<file path="config.mk">
export PLATFORM = sky130hd
export DESIGN_NAME = piso_shifter
export DESIGN_NICKNAME = d
export VERILOG_FILES = /design/src/shifter_pkg.sv /design/src/piso_shifter.sv /design/src/clock_qualifier.sv
export SDC_FILE = /design/constraint.sdc
export NUM_CORES = 1
export LEC_CHECK = 0
export ABC_AREA = 1
export BUFFER_PORTS_ARGS = -buffer_cell sky130_fd_sc_hd__buf_2
export CAP_MARGIN = 15
export CORE_AREA = 2 2 50 52
export DETAILED_ROUTE_END_ITERATION = 7
export DIE_AREA = 0 0 52 54
export PLACE_DENSITY_LB_ADDON = 0.15
export SLEW_MARGIN = 20
export SYNTH_ARGS = -nofsm -noshare
export SYNTH_HDL_FRONTEND = slang
export SYNTH_SLANG_ARGS = --single-unit
export TNS_END_PERCENT = 100
</file>
<file path="constraint.sdc">
create_clock -name i_clock -period 1.4 [get_ports i_clock]
set_input_delay 0.07 -clock i_clock [delete_from_list [all_inputs] [get_ports i_clock]]
set_output_delay 0.07 -clock i_clock [all_outputs]
set_load 0.03 [all_outputs]
</file>
<file path="src/shifter_pkg.sv">
// shared constants, modes and decode helpers for the parallel-in serial-out shifter
package shifter_pkg;

	// number of storage stages in the chain
	localparam int STAGE_COUNT = 8;

	// level assumed for both clock inputs before the first sample after reset
	localparam logic PREV_LEVEL_RESET = 1'b1;

	// one-hot operating modes of the stage chain
	typedef enum logic [2:0] {
		MODE_HOLD = 3'h1,
		MODE_LOAD = 3'h2,
		MODE_SHIFT = 3'h4
	} mode_t;

	// low-to-high step on one clock input while the other one is low
	function automatic logic qualified_rise(input logic now_level, input logic prev_level,
		input logic other_level);
		qualified_rise = now_level & ~prev_level & ~other_level;
	endfunction : qualified_rise

endpackage : shifter_pkg

</file>
<file path="src/piso_shifter.sv">
// parallel-in or serial-in, serial-out shift register with true and inverted outputs
`timescale 1ns/100ps

module piso_shifter
	import shifter_pkg::*;
#(
	parameter int STAGES = STAGE_COUNT
) (
	input wire logic i_clock,
	input wire logic i_sys_rst,
	input wire logic i_shift_not_load,
	input wire logic i_shift_clock,
	input wire logic i_clock_inhibit,
	input wire logic i_serial_in,
	input wire logic [STAGES-1:0] i_parallel_in,
	output logic o_serial_out,
	output logic o_serial_out_n
);

	// a chain needs at least a first stage and a separate output stage
	if (STAGES < 2) begin : g_bad_stages
		$error("piso_shifter: STAGES must be at least 2");
	end

	// stage 0 is the first stage, stage STAGES-1 drives the serial output
	logic [STAGES-1:0] stage;
	logic inverted_out;
	logic [STAGES-1:0] next_stage;
	logic next_inverted_out;
	logic [STAGES-1:0] shifted;
	logic shift_step;
	mode_t mode;

	// qualified step on either clock input
	// previous levels reset high, so a level already high at release never shifts
	clock_qualifier u_clock_qualifier (
		.i_clock(i_clock),
		.i_sys_rst(i_sys_rst),
		.i_shift_clock(i_shift_clock),
		.i_clock_inhibit(i_clock_inhibit),
		.o_shift_step(shift_step)
	);

	// chain moved one place, serial input entering stage 0
	assign shifted[0] = i_serial_in;
	for (genvar g = 1; g < STAGES; g++) begin : g_shift
		assign shifted[g] = stage[g-1];
	end

	// mode decode: load wins over any clock activity
	always_comb begin
		if (!i_shift_not_load) begin
			mode = MODE_LOAD;
		end else if (shift_step) begin
			mode = MODE_SHIFT;
		end else begin
			mode = MODE_HOLD;
		end
	end

	// next stage contents and inverted copy of the output stage
	always_comb begin
		case (mode)
			MODE_LOAD: begin
				next_stage = i_parallel_in;
			end
			MODE_SHIFT: begin
				next_stage = shifted;
			end
			MODE_HOLD: begin
				next_stage = stage;
			end
			default: begin
				next_stage = stage;
			end
		endcase
		next_inverted_out = ~next_stage[STAGES-1];
	end

	// data stages carry no reset, like the volatile latches they model
	// a low control reloads on every edge, a per-cycle stand-in for the asynchronous load
	always_ff @(posedge i_clock) begin
		stage <= next_stage;
		inverted_out <= next_inverted_out;
	end

	// both outputs straight from flip-flops
	assign o_serial_out = stage[STAGES-1];
	assign o_serial_out_n = inverted_out;

	// helper: contents are defined once a load has taken place
	logic loaded;
	logic next_loaded;

	// set by the first load, cleared only by reset
	always_comb begin
		next_loaded = loaded | ~i_shift_not_load;
	end

	// helper flag registered with an asynchronous clear
	always_ff @(posedge i_clock or posedge i_sys_rst) begin
		if (i_sys_rst) begin
			loaded <= 1'b0;
		end else begin
			loaded <= next_loaded;
		end
	end

	// load copies every parallel input into its stage
	a_load_copies_inputs: assert property (@(posedge i_clock) disable iff (i_sys_rst)
		!i_shift_not_load |=> stage == $past(i_parallel_in))
		else $error("parallel load did not copy the inputs");

	// last parallel input reaches the serial output one cycle after load
	a_load_drives_output: assert property (@(posedge i_clock) disable iff (i_sys_rst)
		!i_shift_not_load |=> o_serial_out == $past(i_parallel_in[STAGES-1]))
		else $error("serial output does not follow the last parallel input");

	// a shift moves the chain toward the output
	a_shift_moves_chain: assert property (@(posedge i_clock) disable iff (i_sys_rst)
		loaded && i_shift_not_load && shift_step
		|=> stage[STAGES-1:1] == $past(stage[STAGES-2:0]))
		else $error("shift did not move the stages one place");

	// a shift captures the serial input in the first stage
	a_shift_takes_serial: assert property (@(posedge i_clock) disable iff (i_sys_rst)
		i_shift_not_load && shift_step |=> stage[0] == $past(i_serial_in))
		else $error("first stage did not take the serial input");

	// no qualified step with control high keeps every stage
	a_hold_keeps_stages: assert property (@(posedge i_clock) disable iff (i_sys_rst)
		loaded && i_shift_not_load && !shift_step |=> stage == $past(stage))
		else $error("stages changed without a qualified step");

	// clock rising while inhibit low gives a shift, high clock gives none
	a_clock_rise_shifts: assert property (@(posedge i_clock) disable iff (i_sys_rst)
		loaded && i_shift_not_load && !i_clock_inhibit && i_shift_clock
		&& !$past(i_shift_clock) && $past(loaded) |=> stage[0] == $past(i_serial_in)
		&& stage[STAGES-1:1] == $past(stage[STAGES-2:0]))
		else $error("clock rising with inhibit low did not shift");

	// inhibit held high blocks any clock step
	a_inhibit_blocks_clock: assert property (@(posedge i_clock) disable iff (i_sys_rst)
		loaded && i_shift_not_load && i_clock_inhibit && $past(i_clock_inhibit)
		##1 loaded && i_shift_not_load && i_clock_inhibit
		|-> stage == $past(stage))
		else $error("stages moved while clock inhibit stayed high");

	// true and inverted outputs always opposite once defined
	a_outputs_opposite: assert property (@(posedge i_clock) disable iff (i_sys_rst)
		loaded |-> o_serial_out_n == ~o_serial_out)
		else $error("inverted output equals the true output");

	// every stage after stage 0 takes its neighbour's old value on a shift
	for (genvar g = 1; g < STAGES; g++) begin : g_stage_check
		a_stage_takes_neighbour: assert property (@(posedge i_clock) disable iff (i_sys_rst)
			loaded && i_shift_not_load && shift_step |=> stage[g] == $past(stage[g-1]))
			else $error("a stage did not take its neighbour on a shift");
	end

	// inhibit rising while the clock is low acts as the clock
	a_inhibit_rise_shifts: assert property (@(posedge i_clock) disable iff (i_sys_rst)
		loaded && i_shift_not_load && !i_shift_clock && i_clock_inhibit
		&& !$past(i_clock_inhibit) && $past(loaded) |=> stage[0] == $past(i_serial_in)
		&& stage[STAGES-1:1] == $past(stage[STAGES-2:0]))
		else $error("inhibit rising with clock low did not shift");

	// a clock input already high gives no step, whatever the inhibit does
	a_clock_high_holds: assert property (@(posedge i_clock) disable iff (i_sys_rst)
		loaded && i_shift_not_load && i_shift_clock && $past(i_shift_clock)
		|=> stage == $past(stage))
		else $error("stages moved while the clock stayed high");

	// inverted output shows the opposite of the loaded last input
	a_inverted_follows_load: assert property (@(posedge i_clock) disable iff (i_sys_rst)
		!i_shift_not_load |=> o_serial_out_n == ~$past(i_parallel_in[STAGES-1]))
		else $error("inverted output does not oppose the last parallel input");

	// both clock inputs high never count as a step
	a_both_high_no_step: assert property (@(posedge i_clock) disable iff (i_sys_rst)
		i_shift_clock && i_clock_inhibit |-> !shift_step)
		else $error("a step was taken with both clock inputs high");

	// both clock inputs low can never shift
	a_both_low_holds: assert property (@(posedge i_clock) disable iff (i_sys_rst)
		loaded && i_shift_not_load && !i_shift_clock && !i_clock_inhibit
		|=> stage == $past(stage))
		else $error("stages moved with both clock inputs low");

	// load wins even when a clock step arrives in the same cycle
	a_load_beats_step: assert property (@(posedge i_clock) disable iff (i_sys_rst)
		!i_shift_not_load && shift_step |=> stage == $past(i_parallel_in))
		else $error("a clock step overrode the parallel load");

	// every step comes from one input rising while the other is low
	a_step_needs_rise: assert property (@(posedge i_clock) disable iff (i_sys_rst)
		shift_step |-> (i_shift_clock && !$past(i_shift_clock) && !i_clock_inhibit)
		|| (i_clock_inhibit && !$past(i_clock_inhibit) && !i_shift_clock))
		else $error("a step was taken without a qualified rising input");

	// inhibit high for two samples never lets the stages move
	a_inhibit_high_holds: assert property (@(posedge i_clock) disable iff (i_sys_rst)
		loaded && i_shift_not_load && i_clock_inhibit && $past(i_clock_inhibit)
		|=> stage == $past(stage))
		else $error("stages moved while clock inhibit was high");

	// a shift puts the old next-to-last stage on both outputs
	a_shift_feeds_output: assert property (@(posedge i_clock) disable iff (i_sys_rst)
		loaded && i_shift_not_load && shift_step |=> o_serial_out == $past(stage[STAGES-2])
		&& o_serial_out_n == ~$past(stage[STAGES-2]))
		else $error("outputs did not show the shifted stage");

endmodule : piso_shifter

</file>
<file path="src/clock_qualifier.sv">
// detects a qualified shift step on either of the two interchangeable clock inputs
`timescale 1ns/100ps

module clock_qualifier
	import shifter_pkg::*;
(
	input wire logic i_clock,
	input wire logic i_sys_rst,
	input wire logic i_shift_clock,
	input wire logic i_clock_inhibit,
	output logic o_shift_step
);

	logic prev_clock;
	logic prev_inhibit;
	logic next_prev_clock;
	logic next_prev_inhibit;

	// either input may act as the clock while the other one blocks it
	always_comb begin
		next_prev_clock = i_shift_clock;
		next_prev_inhibit = i_clock_inhibit;
		o_shift_step = qualified_rise(i_shift_clock, prev_clock, i_clock_inhibit) |
			qualified_rise(i_clock_inhibit, prev_inhibit, i_shift_clock);
	end

	// previous levels start high so no false step follows reset
	always_ff @(posedge i_clock or posedge i_sys_rst) begin
		if (i_sys_rst) begin
			prev_clock <= PREV_LEVEL_RESET;
			prev_inhibit <= PREV_LEVEL_RESET;
		end else begin
			prev_clock <= next_prev_clock;
			prev_inhibit <= next_prev_inhibit;
		end
	end

endmodule : clock_qualifier

</file>
## Yosys cells after proc, flatten, opt, wreduce, memory -nomap -nowiden

Cells that the tools add are included.

| operators by class | value |
|---|---|
| eq/ne operators | 2 |
| multiplexer cells | 3 |
| bitwise operators | 10 |
| reductions and logical operators | 1 |

Operators by type and width:

| kind | count |
|---|---|
| 8-bit case mux with 2 select lines | 1 |
| 3-bit two-way mux | 2 |
| 1-bit inverter | 5 |
| 1-bit AND | 4 |
| 3-bit by 2-bit == test with 1-bit output (second input constant) | 1 |
| 3-bit == test (second input constant) | 1 |
| 2-bit nonzero test | 1 |
| 1-bit OR | 1 |

| word-level totals | value |
|---|---|
| register bits after elaboration | 11 |
| output and inout port bits | 2 |
| logic and storage cells | 21 |

## Logic depth before layout (Yosys ltp)

Gate-level depths: netlist of run 1.

| depth | value |
|---|---|
| depth in word-level cells | 9 |
| gate-level depth with buffers | 6 |
| gate-level depth less buffers | 6 |

## By module

A second synthesis of run 1 with hierarchy kept.

| second synthesis, totals | value |
|---|---|
| cell total of the unflattened synthesis | 51 |
| area, all modules | 506.7 um^2 |

Modules (own cells, without submodules):

| module | instances | cells an instance | area an instance (um^2) | seq. area each (um^2) |
|---|---|---|---|---|
| piso_shifter | 1 | 41 | 421.7 | 260.2 |
| clock_qualifier | 1 | 10 | 85.1 | 52.6 |

## Least setup slack after synthesis of run 1

Ideal clock, no wire load.

| path | value |
|---|---|
| path type | flip-flop to flip-flop |
| start point | register u_clock_qualifier.prev_clock |
| end point | register with a tool-made name |
| setup time | 0.341 ns |
| arrival time | 0.877 ns |
| path slack | 0.181 ns |
| cell stages (with the launch flop) | 4 |
| buffers on the path | 0 |
| clock period less this slack | 1.219 ns |
| path through | dfstp_2 inv_1 nand3_2 nand3_1 |

RTL lines:

| item | line | source |
|---|---|---|
| start, declared | clock_qualifier.sv:14 | `logic prev_clock;` |
| start signal, assigned | clock_qualifier.sv:33 | `prev_clock <= next_prev_clock;` |

## Final worst setup path of run 1

| path | value |
|---|---|
| start point | input port i_shift_clock |
| end point | register stage[4] (enable) |

| on the way | value |
|---|---|
| longest elaborated chain between the ends | 7 |

RTL lines:

| item | line | source |
|---|---|---|
| start, declared | piso_shifter.sv:12 | `input wire logic i_shift_clock,` |
| 1-bit AND or 1-bit inverter (tied branches) | shifter_pkg.sv:20 | `qualified_rise = now_level & ~prev_level & ~other_level;` |
| 1-bit AND | shifter_pkg.sv:20 |  |
| 1-bit OR (*) | clock_qualifier.sv:23 | `o_shift_step = qualified_rise(i_shift_clock, prev_clock, i_clock_inhibit) \|` |
| 3-bit two-way mux (*) | piso_shifter.sv:54 | `end else if (shift_step) begin` |
| 3-bit two-way mux (*) | piso_shifter.sv:52 | `if (!i_shift_not_load) begin` |
| 3-bit == test or 3-bit by 2-bit == test with 1-bit output (tied branches) | piso_shifter.sv:63 | `case (mode)` |
| 2-bit nonzero test (no source line) (*) | -- |  |
| end signal, assigned | piso_shifter.sv:83 | `stage <= next_stage;` |
| end, declared | piso_shifter.sv:26 | `logic [STAGES-1:0] stage;` |

Every way passes the cells marked *; elsewhere a longest branch is shown, timed or not.
A chain may end at the register's enable or synchronous reset.

==> results of run 1 <==
[worst paths after layout]
kind / from / endpoint / depth (start not counted)
max: i_shift_clock / stage[4]$_DFFE_PP_ / 6
min: i_parallel_in[3] / stage[3]$_DFFE_PP_ / 3
max reg2reg: u_clock_qualifier.prev_clock$_DFF_PP1_ / stage[4]$_DFFE_PP_ / 4
min reg2reg: stage[0]$_DFFE_PP_ / stage[1]$_DFFE_PP_ / 2
max in group asynchronous: i_sys_rst / u_clock_qualifier.prev_inhibit$_DFF_PP1_ / 3
min in group asynchronous: i_sys_rst / u_clock_qualifier.prev_clock$_DFF_PP1_ / 3
[synth_stat cells (all sizes together)]
library cell  instances  share of area (%)
edfxtp                8                 48
buf                   1                1.5
dfstp                 2                 10
inv                   7                5.2
nor2                  2                2.5
dfxtp                 1                4.0
nand3                11                 14
nand2                17                 15
[metrics by stage]
stage / std cells / hold slack (ns)
finish: 101 / 0.07708
global route: 101 / 0.08971
CTS: 101 / 0.06757
detailed placement: 94 / 0.1079
global placement: 94 / 0.1027
floorplan: 49 / -0.01850
[area by class of cell]
| type | instances | area share, % |
|---|---|---|
| Sequential cell | 11 | 46.55 |
| Multi-Input combinational cell | 30 | 23.28 |
| Timing Repair Buffer | 19 | 16.76 |
| Tap cell | 30 | 5.587 |
| Clock buffer | 4 | 3.911 |
| Inverter | 7 | 3.911 |
[state kept, by name, indices dropped and copies added, names as in the netlist, named ones only]
| name | count |
|---|---|
| u_clock_qualifier.prev_clock | 1 |
| stage | 7 |
| u_clock_qualifier.prev_inhibit | 1 |
| o_serial_out_n | 1 |
[metal layers]
metal  GRT usage (%)  wire length (um)
met2           13.29               386
met4           2.632                11
met5               0                 0
met3           5.000                74
met1           8.998               461
[power groups by stage]
stage	Clock (W)	Combinational, W	Sequential, W
finish	0.000211	0.0000986	0.000391
global route	0.000235	0.000113	0.000396
CTS	0.000224	0.000100	0.000392
detailed placement	0	0.0000943	0.000398
global placement	0	0.0000929	0.000397
floorplan	0	0.0000452	0.000409
[logic make-up after synthesis]
| family | synth area share (%) |
|---|---|
| and+or+nand+nor | 31.09 |
| buffers and inverters | 6.716 |
| DFF | 62.19 |
[what timing repair did]
action                     in CTS  in global routing
hold buffers                    3                  0
hold endpoints to repair        4                  0
setup endpoints to repair       0                  0
[worst reg2reg max path, stage by stage, from the launching register on]
cell,delay [ns]
sky130_fd_sc_hd__dfstp_2,0.52
sky130_fd_sc_hd__inv_1,0.04
sky130_fd_sc_hd__nand3_2,0.09
sky130_fd_sc_hd__nand3_1,0.08
sky130_fd_sc_hd__buf_4,0.18
==> impl_summary.md, run 1 <==
Synth
In this run, distinct cell masters in the synthesized netlist total 12. The post-synth net total is 63. After technology mapping, the gate count stands at 49.

The count of warnings emitted by yosys is 0. The register bit count reported by yosys is 11. Dividing the synthesized area by the synthesized cell count gives 10.26 um^2. The sequential element share of the synthesized area is 62.19%. In this run the cell area of the synthesized design comes to 503.0 um^2.

Timing
The transition at the pin with the smallest max-transition slack is approximately 0.21 ns. The count of endpoints failing setup in the final report is 0. After routing, the total negative slack on setup checks comes to 0 ns. The max-slew violation count is 0. Counting I/O delays and the setup requirement, the final critical path takes around 1.2 ns. Setup repair after global routing left no endpoint under its margin. The final critical-path setup slack is 0.1887 ns.

The clock arrives with 0.001767 ns of skew. The final cycle utilization of the critical path is between 80 and 90%. The relative max-transition margin is around 86%. The final count of hold timing violations is 0. The highest achievable clock rate is 0.8256 GHz.

Floorplan
In this run the count of I/O pins placed on the die edge is 16. The effective utilization at floorplan is 21.68%. The full die area is 0.002808 mm^2. The die is 52 um wide. The count of standard-cell rows is 18.

The total core area is approximately 0.0023 mm^2. From bottom edge to top edge, the die measures 54 um.

Global routing
The overall global routing resource usage is under 10%. The sum of overflow across all layers after global routing is 0. Entering global routing, the biggest net connects 11 pins. The first global-routing pass estimated 1600 um of wire. The via count of the first global-routing pass came to approximately 370.

The initial antenna violation count is 0.

Clock tree
The clock net sink count is 11. The post-CTS resize count is 0. For the worst-skew pair, the clock arrives at the later sink with an insertion delay of roughly 0.26 ns.

The number of setup buffers added after CTS is 0. The root buffer cell is sky130_fd_sc_hd__clkbuf_4. In this run the number of H-tree levels came out at 1. The total CTS buffers is 3. TritonCTS built the clock tree.

The clock edge transition at the registers on the reported setup and hold paths is ~0.070 ns. In this run the deepest clock path goes through 2 buffers.

Worst setup path
The total buffers and inverters traversed by the critical path is 4. Setup slack on the worst reg-to-reg path comes out at about 0.25 ns. Traced cell by cell, the critical path runs through dlygate4sd3_1 -> buf_2 -> inv_1 -> nand3_2 -> nand3_1 -> buf_4. Grouping stages by cell kind, the critical path spends the most delay in buffers and inverters.

STA classifies the critical path endpoint as a register. The delay of the slowest critical-path stage is 0.54 ns. The critical path in this run is classified as primary input to register. The largest fanout of any net on the critical path is 9. At the worst endpoint, the arrival time is about 1.2 ns.

At the worst endpoint, the required time is 1.37 ns. The cell at the slowest stage of the critical path is sky130_fd_sc_hd__dlygate4sd3_1. The category of the worst setup path launch point is a primary input.

Route
The first routing iteration left 3 violations. The average wire per standard cell is 9.248 um. After detailed routing, the number of remaining DRC violations is 0. The post-detailed-route via-to-cell ratio is 3.693. In this run the remaining antenna-violating nets after routing total 0.

The iteration count of the initial detailed-routing pass is 3. The detailed-route via count is 373. The total routed wirelength is between 900 and 1000 um.

Layout
The library cells used most frequently in the layout, excluding fill and tap cells, are 15 x sky130_fd_sc_hd__nand2_1, 15 x sky130_fd_sc_hd__buf_2, 8 x sky130_fd_sc_hd__nand3_1, 8 x sky130_fd_sc_hd__edfxtp_1, 6 x sky130_fd_sc_hd__inv_1. The final antenna diode count is 0. The share of cells above drive strength 1 is 40.85%. In the final design database the tool counted 86 nets.

At the end of the flow the core is filled with cells to 28.96%. After routing the design area is 671.9 um^2. In the final layout, the multi-input gates occupy 156.4 um^2.

From synthesis to final layout, the design area changed by 33.58%. The fill cell total of the finished layout is 252. The area taken by flip-flops and latches is 312.8 um^2.

Pwr
The total power draw is around 0.00070 W. In this run the power spent charging and discharging nets is about 0.00017 W. Net switching is 23.81% of the power.

VDD sags by at most 0.7213 mV. The power density over the cells is 1043 mW/mm^2. Registers are responsible for 55.9% of the overall power. Of the total power, combinational logic draws 14.1%. Internal power comes to 0.0005339 W.

The share of total power dissipated in the clock network is 30.1%. The reported leakage power is 0.3235 nW.

Job
Max-cap violations in this run came to 0.

Placement
Summing all placed instances gives a cell area of ~620 um^2. Routability-driven placement finished with a final weighted congestion of 0.6484. Buffers placed on the I/O ports in this run total 15.

The setup slack at placement is 0.2542 ns. Detailed placement finished with a half-perimeter wire length of 676.7 um.

Status
The run finished with clean final reports.

Hold path
The worst hold path belongs to the class primary input to register.
Note: power is estimated with default switching activity, not from simulation.
==> run 2: changes to the inputs <==
- ABC_AREA: 1 -> 0
- CORE_AREA: 2 2 50 52 -> 2 2 49 51
- DIE_AREA: 0 0 52 54 -> 0 0 51 53
- SYNTH_HIERARCHICAL: unset -> 1
==> impl_summary.md, run 2 <==
Worst setup path
In this run the critical register-to-register path is launched from u_clock_qualifier/prev_inhibit$_DFF_PP1_. The worst setup slack for register-to-register paths is 0.06 ns. The category of the worst setup path launch point is a register. The endpoint identified for the worst register-to-register timing path is o_serial_out_n$_DFF_P_.

The worst register-to-register path has a depth of 5. STA puts the critical path data arrival time at between 1.5 and 2 ns. The cell at the slowest stage of the critical path is sky130_fd_sc_hd__dfstp_2. Counting buffers and inverters, the worst setup path is 5 cells deep. The cell class contributing the biggest share of worst-path delay is flip-flops. The endpoint of the worst setup timing path is o_serial_out_n$_DFF_P_. The data required time of the worst path is 1.59 ns. The number of buffers and inverters on the critical path is 1. The delay of the slowest critical-path stage is roughly 0.53 ns. The critical path class is register to register. The largest fanout of any net on the critical path is 3.

The source of the critical timing path is u_clock_qualifier/prev_inhibit$_DFF_PP1_. The worst setup path is captured at a register. Walking the worst path, the cells encountered are nor3b_2 -> a21o_1 -> buf_4 -> mux2_2 -> mux2i_1.

Route
The average wire per standard cell is 11.51 um. The final antenna-violating net count is 0. After detailed routing, the number of remaining DRC violations is 0. For this block, wires on met1 add up to between 400 and 500 um.

The detailed-route via count is 336. Wire segments on met3 add up to 74 um in the final route. In the routed layout, each cell is associated on average with a via count of 4.000. The DRC violation total after the first TritonRoute iteration is 4.

The total length of routed met2 wires is 454 um. The first detailed-routing pass took 3 iterations. The total routed wirelength is 967 um. In this run the top signal layer used is met3.

Pwr
The power density over the cells is 1088 mW/mm^2. Cell internal power was estimated by the tool at ~0.00054 W. The share of total power in combinational logic is 14.0%. The share of power burned in registers is 55.6%.

The relative contribution of the clock network to total power is a little under a third. For this design the total switching power over the nets is 0.0001620 W. The worst supply voltage drop on vdd is 0.4772 mV.

The switching power share of the total is 22.93%. The reported leakage power is between 0.2 and 0.3 nW.

Synth
The post-synthesis async set-or-reset flop share is 18.18%. The share of synthesized area in the top cell type comes to around half. In the synthesized netlist, the cells that appear most often are 8 x sky130_fd_sc_hd__edfxtp_1, 6 x sky130_fd_sc_hd__a22o_1, 4 x sky130_fd_sc_hd__inv_1. In this run the mean area of a mapped cell was 14.24 um^2.

The Yosys step of the flow raised 6 warnings. The number of flops mapped to enable cells by yosys is 8. The register bit count reported by yosys is 11. The number of distinct library cell variants in the gate-level netlist after synthesis is 15. Sorting the synthesized cells by area gives the leading types as sky130_fd_sc_hd__edfxtp_1 50%, sky130_fd_sc_hd__dfstp_2 11%, sky130_fd_sc_hd__a22o_1 11%, sky130_fd_sc_hd__buf_6 4.7%, sky130_fd_sc_hd__dfxtp_1 4.1%. Synthesis produced a netlist whose cell count is 34. The post-synth net total is 48.

The sequential element share of the synthesized area is 64.60%. The most frequent cell after synthesis is sky130_fd_sc_hd__edfxtp_1. The top flip-flop cell by instance count after synthesis is sky130_fd_sc_hd__edfxtp_1.

The cell area after synthesis is a little under 500 um^2. The library cell with the largest summed area after synthesis is sky130_fd_sc_hd__edfxtp_1.

Timing
The setup total negative slack is 0 ns. The largest clock skew in the final design is approximately 0.0007 ns. Setup repair after global routing left no endpoint under its margin. The final count of hold timing violations was 0. The transition at the pin with the smallest max-transition slack is 0.2170 ns. The final cycle utilization of the critical path is 95.86%. The max-slew violation count came to 0. The highest achievable clock rate is 0.7451 GHz. The final period demand of the worst path is 1.342 ns. The count of endpoints failing setup in the final report is 0.

The relative max-transition margin is 85.52%.

Layout
The final cell count without fillers is 84. The top cell types in the final layout, fill and taps aside, are 15 x sky130_fd_sc_hd__buf_2, 8 x sky130_fd_sc_hd__edfxtp_1, 6 x sky130_fd_sc_hd__a22o_1. The area growth from synthesis to layout is 34.11%.

The fill cell total of the finished layout is 234. Cells fill 30.23% of the core in the end. The share of cells above drive strength 1 is 44.64%.

The library cell used most frequently in the layout, excluding fill and tap cells, is sky130_fd_sc_hd__buf_2. Ranked by flip-flop count, first place goes to stage. The final antenna diode count is 0. The register with the most flip-flops in the layout has 7 of them.

The net total in the final layout is 71.

Clock tree
The latest clock arrival within the worst-skew pair is 0.26 ns. The root buffer cell is sky130_fd_sc_hd__clkbuf_4. The total CTS buffers is 3. TritonCTS built the clock tree. Clock-pin slew was measured on the worst setup and hold paths at approximately 0.07 ns. The count of H-tree levels built during CTS is 1.

After clock tree synthesis, the setup repair step added 0 buffers. The number of buffers on the longest clock path is 2. The clock drives 11 sinks.

Floorplan
The floorplan die width is about 50 um. The count of standard-cell rows is 17. In this run the vertical extent of the chip is about 53 um.

The count of boundary I/O pins is 16. The initial utilization of the core area, before any placement, comes to 22.54%. The die covers 0.002703 mm^2. The total core area is approximately 0.0021 mm^2.

Placement
Input and output buffers added on the ports amount to 15. The final RePlAce weighted congestion is ~0.57. The cell count after placement is 76.

Global routing
The via count of the first global-routing pass is 370. The initial antenna violation count is 0. Entering global routing, the biggest net connects 9 pins.

For this run, the total global-route usage over all layers was measured as 8.909%. The sum of overflow across all layers after global routing is 0. The first global-routing pass estimated 1676 um of wire.

Hold path
The class of the worst hold path is primary input to register. The launch point of the worst hold path is i_parallel_in[6].

Status
The run finished with clean final reports.

Job
The number of maximum-capacitance constraint violations is 0.
run 2: cell types whose count changed in the layout (fill, tap and decap cells not counted), sizes merged, moves of 2 or more:
| cell | change |
|---|---|
| a22o | +6 |
| inv | -3 |
| nand2 | -17 |
| nand3 | -9 |
| o21ai | +2 |
run 2: layout make-up:
type                            instances  area [um^2]  share of cell area (%)
Timing Repair Buffer                   20        122.6                   18.88
Tap cell                               28        35.03                   5.395
Multi-Input combinational cell         17        137.6                   21.19
Clock buffer                            4        26.28                   4.046
Inverter                                4        15.01                   2.312
Sequential cell                        11        312.8                   48.17
run 2: repair_timing:
action,4_1_cts,5_1_grt
gates resized for setup,1,0
hold endpoints to repair,4,1
hold buffers,3,1
endpoints found under the setup margin,8,0
run 2: how the worst min path moves through the flow:
stage                                                         to  slack [ns]  cells past startpoint
after floorplan           u_clock_qualifier/prev_clock$_DFF_PP1_       -0.02                      1
after global placement    u_clock_qualifier/prev_clock$_DFF_PP1_        0.10                      2
after detailed placement  u_clock_qualifier/prev_clock$_DFF_PP1_         0.1                      2
after CTS                                 o_serial_out_n$_DFF_P_       0.003                      2
after global routing                          stage[0]$_DFFE_PP_        0.09                      2
final                                         stage[6]$_DFFE_PP_         0.1                      2
run 2: routing by layer:
layer / GRT usage (%) / vias up
li1: - / 170
met1: 10.18 / 154
met2: 13.85 / 12
met3: 5.367 / 0
met4: 2.703 / 0
met5: 0 / -
run 2: kinds of logic after synthesis:
family / count (synthesis) / share of synthesized area [%]
AOI/OAI and AO/OA: 9 / 14.47
buffers and inverters: 6 / 7.751
DFF: 11 / 64.60
muxes: 2 / 4.393
and+or+nand+nor: 6 / 8.785
run 2: power groups by stage:
stage               Sequential (W)  Combinational [W]  Clock [W]
floorplan                 0.000410          0.0000449          0
global placement          0.000401          0.0000884          0
detailed placement        0.000399          0.0000899          0
CTS                       0.000393          0.0000980   0.000224
global route              0.000396           0.000109   0.000251
finish                    0.000393          0.0000989   0.000214
run 2: stage by stage:
| step | worst slack [ns] | cell area [um^2] | hold slack, ns | power, W |
|---|---|---|---|---|
| 6_report | 0.05789 | 649.4 | 0.09886 | 0.0007067 |
| 5_1_grt | 0.009669 | 649.4 | 0.09238 | 0.0007559 |
| 4_1_cts | 0.04217 | 639.4 | 0.002521 | 0.0007153 |
| 3_5_place_dp | 0.008075 | 579.3 | 0.09788 | 0.0004892 |
| 3_3_place_gp | 0.02601 | 579.3 | 0.1000 | 0.0004890 |
| 2_1_floorplan | 0.007381 | 484.2 | -0.01850 | 0.0004550 |
